## src/core/uswm_params.svh

```systemverilog
// Overview of operation
// - In the shallowest suspend level, pin events, wake-on-LAN frames and address-repeat frames wake the device.
// - Entering the shallowest suspend level stops the clocks of the MAC and other internal modules.
// - In the second suspend level only pin events and link status changes wake the device.
// - In the third suspend level only pin assertion wakes the device and network events are ignored.
// - With no other level selected the third suspend level is used.
// - In the fourth suspend level pin events and good packets wake the device with near-full power.
// - A good packet is qualified by its own filter criteria, apart from the wake-frame criteria.
// - Software enables each network wake event to raise a USB remote wakeup.
// - With the host controller disabled a wake is signalled on the host wake output instead.
// - While suspended every general-purpose pin not taken by the external PHY can serve as a wake source.
// - Eleven pins are monitored with the internal PHY, fewer when the external PHY shares pins.
// - Eight independent wakeup frame filters may each raise a wake event.
`ifndef USWM_PARAMS_SVH
`define USWM_PARAMS_SVH
`define USWM_NUM_GPIO 11
`define USWM_NUM_GPIO_EXT 8
`define USWM_NUM_WUFF 8
`define USWM_SRC_GPIO 0
`define USWM_SRC_WOL 1
`define USWM_SRC_WUFF 2
`define USWM_SRC_LINK 3
`define USWM_SRC_GOOD 4
`define USWM_NUM_SRC 5
`endif

```

## src/core/uswm_pkg.sv

```systemverilog
package uswm_pkg;
  typedef enum logic [1:0] {
    USWM_LVL_SHALLOW = 2'b00,
    USWM_LVL_LINKWAKE = 2'b01,
    USWM_LVL_PINONLY = 2'b10,
    USWM_LVL_GOODFRAME = 2'b11
  } uswm_level_t;
  typedef enum logic [1:0] {
    USWM_ST_RUN = 2'b00,
    USWM_ST_SUSP = 2'b01,
    USWM_ST_WAKE = 2'b10
  } uswm_state_t;
endpackage

```

## src/core/uswm_sync.sv

```systemverilog
`timescale 1ns/1ns
// three-stage synchroniser; a change counts once stages two and three agree
module uswm_sync #(
  parameter int W = 1
) (
  input wire logic i_clk,
  input wire logic i_rstn,
  input wire logic [W-1:0] i_async,
  output logic [W-1:0] o_sync
);
  logic [W-1:0] s1_q;
  logic [W-1:0] s2_q;
  logic [W-1:0] s3_q;
  always_ff @(posedge i_clk or negedge i_rstn) begin
    if (!i_rstn) begin
      s1_q <= '0;
      s2_q <= '0;
      s3_q <= '0;
      o_sync <= '0;
    end else begin
      s1_q <= i_async;
      s2_q <= s1_q;
      s3_q <= s2_q;
      for (int i = 0; i < W; i++) begin
        if (s2_q[i] == s3_q[i]) begin
          o_sync[i] <= s3_q[i];
        end
      end
    end
  end
endmodule // uswm_sync

```

## src/core/uswm_top.sv

```systemverilog
`timescale 1ns/1ns
`include "uswm_params.svh"
module uswm_top (
  // clock and reset
  input wire logic I_CLK,
  input wire logic I_RSTN,
  // suspend control
  input wire logic I_SUSPEND_REQ,
  input wire logic I_LEVEL_SEL_VALID,
  input wire uswm_pkg::uswm_level_t I_LEVEL_SEL,
  input wire logic I_HOST_CTRL_DISABLED,
  input wire logic I_EXT_PHY_SEL,
  // wake enables
  input wire logic [`USWM_NUM_GPIO-1:0] I_GPIO_WAKE_EN,
  input wire logic [`USWM_NUM_GPIO-1:0] I_GPIO_WAKE_POL,
  input wire logic I_WOL_WAKE_EN,
  input wire logic [`USWM_NUM_WUFF-1:0] I_WUFF_WAKE_EN,
  input wire logic I_LINK_WAKE_EN,
  input wire logic I_GOOD_WAKE_EN,
  // wake source inputs
  input wire logic [`USWM_NUM_GPIO-1:0] I_GPIO,
  input wire logic I_LINK_UP,
  input wire logic I_WOL_MATCH,
  input wire logic [`USWM_NUM_WUFF-1:0] I_WUFF_MATCH,
  input wire logic I_RX_FRAME_DONE,
  input wire logic I_RX_FRAME_OK,
  input wire logic I_GOOD_FILTER_PASS,
  // status acknowledge
  input wire logic [`USWM_NUM_SRC-1:0] I_WAKE_STATUS_ACK,
  // outputs
  output logic O_MAC_CLK_EN,
  output logic O_SUSPENDED,
  output uswm_pkg::uswm_level_t O_ACTIVE_LEVEL,
  output logic O_REMOTE_WAKEUP,
  output logic O_HOST_WAKE_SIGNAL,
  output logic [`USWM_NUM_SRC-1:0] O_WAKE_STATUS,
  output logic [`USWM_NUM_WUFF-1:0] O_WUFF_STATUS
);
  import uswm_pkg::*;

  // pins and link state come from outside this clock domain
  logic [`USWM_NUM_GPIO-1:0] gpio_s;
  logic link_s;
  logic link_prev_q;
  logic [`USWM_NUM_GPIO-1:0] gpio_prev_q;

  uswm_sync #(.W(`USWM_NUM_GPIO + 1)) u_sync (
    .i_clk(I_CLK),
    .i_rstn(I_RSTN),
    .i_async({I_LINK_UP, I_GPIO}),
    .o_sync({link_s, gpio_s})
  );

  uswm_level_t level_q;
  uswm_state_t state_q;
  uswm_state_t state_d;
  logic [`USWM_NUM_GPIO-1:0] gpio_avail;
  logic [`USWM_NUM_GPIO-1:0] gpio_hit;
  logic [`USWM_NUM_SRC-1:0] src_allow;
  logic [`USWM_NUM_SRC-1:0] src_hit;
  logic wake;

  // level choice is held; default is pin-only
  always_ff @(posedge I_CLK or negedge I_RSTN) begin
    if (!I_RSTN) begin
      level_q <= USWM_LVL_PINONLY;
    end else if (I_LEVEL_SEL_VALID && state_q == USWM_ST_RUN) begin
      level_q <= I_LEVEL_SEL;
    end
  end

  // external PHY takes the upper pins for its interface
  assign gpio_avail = I_EXT_PHY_SEL ? `USWM_NUM_GPIO'((1 << `USWM_NUM_GPIO_EXT) - 1)
                                    : '1;

  always_ff @(posedge I_CLK or negedge I_RSTN) begin
    if (!I_RSTN) begin
      gpio_prev_q <= '0;
      link_prev_q <= 1'b0;
    end else begin
      gpio_prev_q <= gpio_s;
      link_prev_q <= link_s;
    end
  end

  // pin event: enabled pin reaches its active level from inactive
  assign gpio_hit = gpio_avail & I_GPIO_WAKE_EN
                  & (gpio_prev_q ^ I_GPIO_WAKE_POL)
                  & (gpio_s ^ ~I_GPIO_WAKE_POL);

  always_comb begin
    src_allow = '0;
    src_allow[`USWM_SRC_GPIO] = 1'b1;
    unique case (level_q)
      USWM_LVL_SHALLOW: begin
        src_allow[`USWM_SRC_WOL] = 1'b1;
        src_allow[`USWM_SRC_WUFF] = 1'b1;
      end
      USWM_LVL_LINKWAKE: begin
        src_allow[`USWM_SRC_LINK] = 1'b1;
      end
      USWM_LVL_PINONLY: begin
        src_allow[`USWM_SRC_GPIO] = 1'b1;
      end
      USWM_LVL_GOODFRAME: begin
        src_allow[`USWM_SRC_GOOD] = 1'b1;
      end
    endcase
  end

  // good packet uses its own filter pass, not the wake-frame matchers
  logic good_hit;
  assign good_hit = I_RX_FRAME_DONE & I_RX_FRAME_OK & I_GOOD_FILTER_PASS;

  logic [`USWM_NUM_WUFF-1:0] wuff_hit;
  assign wuff_hit = I_WUFF_MATCH & I_WUFF_WAKE_EN;

  always_comb begin
    src_hit = '0;
    src_hit[`USWM_SRC_GPIO] = |gpio_hit;
    src_hit[`USWM_SRC_WOL] = I_WOL_MATCH & I_WOL_WAKE_EN;
    src_hit[`USWM_SRC_WUFF] = |wuff_hit;
    src_hit[`USWM_SRC_LINK] = (link_s ^ link_prev_q) & I_LINK_WAKE_EN;
    src_hit[`USWM_SRC_GOOD] = good_hit & I_GOOD_WAKE_EN;
    src_hit = src_hit & src_allow;
  end

  // a source seen as the host resumes is stale, so resume takes priority
  assign wake = (state_q == USWM_ST_SUSP) && I_SUSPEND_REQ && (|src_hit);

  always_comb begin
    state_d = state_q;
    unique case (state_q)
      USWM_ST_RUN: begin
        if (I_SUSPEND_REQ) begin
          state_d = USWM_ST_SUSP;
        end
      end
      USWM_ST_SUSP: begin
        if (wake) begin
          state_d = USWM_ST_WAKE;
        end else if (!I_SUSPEND_REQ) begin
          state_d = USWM_ST_RUN;
        end
      end
      USWM_ST_WAKE: begin
        if (!I_SUSPEND_REQ) begin
          state_d = USWM_ST_RUN;
        end
      end
      default: begin
        state_d = USWM_ST_RUN;
      end
    endcase
  end

  always_ff @(posedge I_CLK or negedge I_RSTN) begin
    if (!I_RSTN) begin
      state_q <= USWM_ST_RUN;
    end else begin
      state_q <= state_d;
    end
  end

  // wake request held until the host ends suspend
  always_ff @(posedge I_CLK or negedge I_RSTN) begin
    if (!I_RSTN) begin
      O_REMOTE_WAKEUP <= 1'b0;
      O_HOST_WAKE_SIGNAL <= 1'b0;
    end else begin
      O_REMOTE_WAKEUP <= (state_d == USWM_ST_WAKE) && !I_HOST_CTRL_DISABLED;
      O_HOST_WAKE_SIGNAL <= (state_d == USWM_ST_WAKE) && I_HOST_CTRL_DISABLED;
    end
  end

  always_ff @(posedge I_CLK or negedge I_RSTN) begin
    if (!I_RSTN) begin
      O_MAC_CLK_EN <= 1'b1;
      O_SUSPENDED <= 1'b0;
      O_ACTIVE_LEVEL <= USWM_LVL_PINONLY;
    end else begin
      O_SUSPENDED <= state_d != USWM_ST_RUN;
      O_ACTIVE_LEVEL <= level_q;
      // only the good-frame level keeps the MAC running in suspend
      O_MAC_CLK_EN <= (state_d == USWM_ST_RUN) || (level_q == USWM_LVL_GOODFRAME);
    end
  end

  // sticky sources; a set in the ack cycle wins
  always_ff @(posedge I_CLK or negedge I_RSTN) begin
    if (!I_RSTN) begin
      O_WAKE_STATUS <= '0;
      O_WUFF_STATUS <= '0;
    end else begin
      O_WAKE_STATUS <= (O_WAKE_STATUS & ~I_WAKE_STATUS_ACK)
                     | (wake ? src_hit : '0);
      O_WUFF_STATUS <= (O_WUFF_STATUS & ~{`USWM_NUM_WUFF{I_WAKE_STATUS_ACK[`USWM_SRC_WUFF]}})
                     | ((wake && src_hit[`USWM_SRC_WUFF]) ? wuff_hit : '0);
    end
  end
endmodule // uswm_top

```

## config.mk

```make
export PLATFORM = sky130hd
export DESIGN_NAME = uswm_top
export DESIGN_NICKNAME = d
export VERILOG_FILES = /design/src/core/uswm_pkg.sv /design/src/core/uswm_sync.sv /design/src/core/uswm_top.sv
export VERILOG_INCLUDE_DIRS = /design/src /design/src/core
export SDC_FILE = /design/constraint.sdc
export NUM_CORES = 1
export LEC_CHECK = 0
export BUFFER_PORTS_ARGS = -buffer_cell sky130_fd_sc_hd__buf_2
export CAP_MARGIN = 25
export CELL_PAD_IN_SITES_DETAIL_PLACEMENT = 0
export CELL_PAD_IN_SITES_GLOBAL_PLACEMENT = 1
export CORE_UTILIZATION = 36
export DETAILED_ROUTE_END_ITERATION = 8
export PLACE_DENSITY = 0.72
export SYNTH_ARGS = -nofsm -noshare
export SYNTH_HDL_FRONTEND = slang
export SYNTH_SLANG_ARGS = --single-unit
```

## constraint.sdc

```tcl
create_clock -name I_CLK -period 1.8 [get_ports I_CLK]
set_clock_uncertainty 0.1 [all_clocks]
set_input_delay 0.36 -clock I_CLK [delete_from_list [all_inputs] [get_ports I_CLK]]
set_output_delay 0.36 -clock I_CLK [all_outputs]
set_load 0.1 [all_outputs]
```

==> results.yml <==
critical_path:
  critPathKind: "flop to flop"
  critPathMaxFanout: 5
  required_ps: 1980
  end_kind: "flop"
  cp.arrival_ps: 2000
  startpoint_type: "flop"
power_and_ir_drop:
  p_comb_frac: 0.242
  p_leak_nw: 1.780
  ir_drop_v: 0.0004805
  sw_frac_of_total: 0.3403
  powerDensity_nw_per_um2: 1288
  power_frac_clock: 0.295
  seqPwrFrac: 0.463
  switchingPower_w: 0.001639
  p_int_w: 0.003177
sta:
  timing.final.crit_share: 1.014
  rsz0062_at_grt: "true"
  setup_viol: 1
  max_clock_freq_ghz: 0.5481
  fin_ws_ps: -24.33
  tightest_slew_ps: 497.3
  finalCriticalPeriod_ps: 1824
  final_max_slew_viol_count: 0
  timing.slew.headroom: 0.6707
  hold_viol: 0
floorplan:
  die_h_um: 90.73
  start_util: 0.3805
  die-area_um2: 8231
  coreArea_um2: 7447
  num_rows: 31
  die_x_um: 90.73
  io_pins: 89
route:
  viasPerCell: 4.584
  routedWlPerCell_um: 12.33
  drcViolationCount: 0
  route.vias.total: 1884
  drtPass1Iterations: 4
  ant_nets: 0
  first_iter_violations: 35
  routed_wl_um: 5067
job:
  max_cap_viol_count: 0
final_layout:
  layout_commonest_cell: "buf_2"
  n_antenna_cell: 0
  fin_cells: 411
  layout_common_cells: "buf_2 (87), dfrtp_1 (80), nand2_1 (16)"
  nNetsFinal: 377
  drive_gt1_frac: 0.3846
  postLayoutCoreUtil: 0.5020
  area_growth_pct: 31.92
status:
  outcome: "finished, violations left"
  violations: "setup timing"
yosys:
  synth_fp_nets: 267
  avgSynthCellArea_um2: 14.39
  synth_cell_types: 37
  yosysWarningCount: 0
  synthesis.area_um2: 2834
  async_flop_share: 1.000
  synth-seq-cells: 83
  synth-edff-count: 0
  synth_cells: 197
  synth-main-ff-cell: "dfrtp_1"
  seq_area_frac_synth: 0.7342
hold_path:
  hold_path_class: "input pin to flop"
clock_network:
  cts_buffers: 9
  path_clk_slew_ps: 80
  cts_htree_levels: 3
  clkSinkCount: 83
  cts_tree: "yes"
  clock_path_buffers: 2
  root_buffer: "clkbuf_8"
  clk_latency_ps: 340
place:
  place_ws_ps: -143.1
  dp.cells: 387
  port_buffers: 88
  dp_hpwl_um: 3669
  gp_routability_congestion: 0.7536
grt:
  grt_use_total: 0.1335
  antenna_found_initial: 0
  grt_pass1_vias: 1799
  overflow: 0
  grt_max_degree: 44
  grt_pass1_wl_um: 8487
==> registers in the layout, summed over array words and instances (netlist names), 2 cells and up <==
register	count
u_sync.s1_q	12
state_q	2
level_q	2
O_WUFF_STATUS	8
u_sync.o_sync	12
gpio_prev_q	11
u_sync.s2_q	12
O_WAKE_STATUS	5
u_sync.s3_q	12
O_ACTIVE_LEVEL	2
==> routing by layer <==
metal  wire length (um)  vias up  track usage  part of all wire
li1                   -      916            -                 -
met1               2445      907       0.1935              0.48
met2               2307       48       0.1824              0.46
met3                179       13      0.02609             0.035
met4                134        0      0.08333             0.026
met5                  0        -            0                 0
==> repair_timing <==
| action | in CTS | in global routing |
|---|---|---|
| setup endpoints to repair | 5 | 5 |
| setup buffers | 1 | 1 |
| pin swaps | 5 | 0 |
| gates resized for setup | 1 | 1 |
| hold buffers | 5 | 1 |
| endpoints found under the hold margin | 27 | 1 |
==> power by group through the flow <==
stage | sequential, W | combinational (W) | clock [W]
floorplan | 0.00284 | 0.000273 | 0
global placement | 0.00226 | 0.00114 | 0
detailed placement | 0.00227 | 0.00114 | 0
CTS | 0.00223 | 0.00116 | 0.00148
global route | 0.00227 | 0.00124 | 0.00154
finish | 0.00223 | 0.00116 | 0.00142
==> through the flow <==
step	power, W	hold WS, ps	setup TNS, ps	instance area, um2
5_1_grt	0.005049	3.417	-665.1	3739
3_5_place_dp	0.003413	182.2	-643.4	3443
4_1_cts	0.004867	2.263	-231.4	3716
6_report	0.004816	23.30	-24.33	3739
3_3_place_gp	0.003400	176.8	-560.7	3443
2_1_floorplan	0.003109	-35.59	0	2834
==> worst max-delay path, cell delays in order, from the launching register on <==
cell,delay (ps)
dfrtp_1,390
and4b_1,190
nor4_2,260
nand4_1,190
a2111oi_4,290
buf_4,180
a41o_1,160
==> Yosys cell counts (2+ instances only) <==
library cell,count,share of area
inv_1,14,0.019
mux2_2,2,0.0079
nand2b_1,3,0.0066
nand4_1,4,0.0088
nor2_1,4,0.0053
dfstp_2,3,0.028
o21ai_0,7,0.012
and3b_1,4,0.012
maj3_1,12,0.042
nand3_1,3,0.0053
a211oi_1,2,0.0053
o22ai_1,13,0.029
nor2b_1,2,0.0044
nand2_1,16,0.021
nor3b_1,5,0.013
dfrtp_1,80,0.71
and4b_1,3,0.011
==> cell type report <==
| cell class | count | area [um2] |
|---|---|---|
| inverter | 14 | 52.55 |
| clock inverter | 7 | 91.34 |
| clock buffer | 9 | 123.9 |
| fill | 664 | 3709 |
| tap | 99 | 123.9 |
| timing repair buffer | 101 | 568.0 |
| multi-input combinational | 98 | 698.2 |
| sequential | 83 | 2081 |
==> path summary, 6_finish.rpt <==
kind | from | to | slack (ps) | cells after the start
setup reg to reg | u_sync.o_sync[3] | state_q[0] | -20 | 6
hold reg to reg | u_sync.s1_q[1] | u_sync.s2_q[1] | 250 | 0
max in group asynchronous | I_RSTN | level_q[1] | 650 | 3
setup / recovery | u_sync.o_sync[3] | state_q[0] | -20 | 6
min in group asynchronous | I_RSTN | u_sync.s1_q[4] | 350 | 2
hold / removal | I_GPIO[6] | u_sync.s1_q[6] | 20 | 1
==> cell families after synthesis <==
| logic type | Yosys count | synth area share |
|---|---|---|
| muxes | 2 | 0.007946 |
| DFF | 83 | 0.7342 |
| AOI/OAI and AO/OA | 31 | 0.07859 |
| xor gates and xnor gates | 2 | 0.006182 |
| buffers and inverters | 16 | 0.02119 |
| and+or+nand+nor | 51 | 0.1095 |
| adders and majority gates | 12 | 0.04239 |
(Power assumes the default switching activity.)
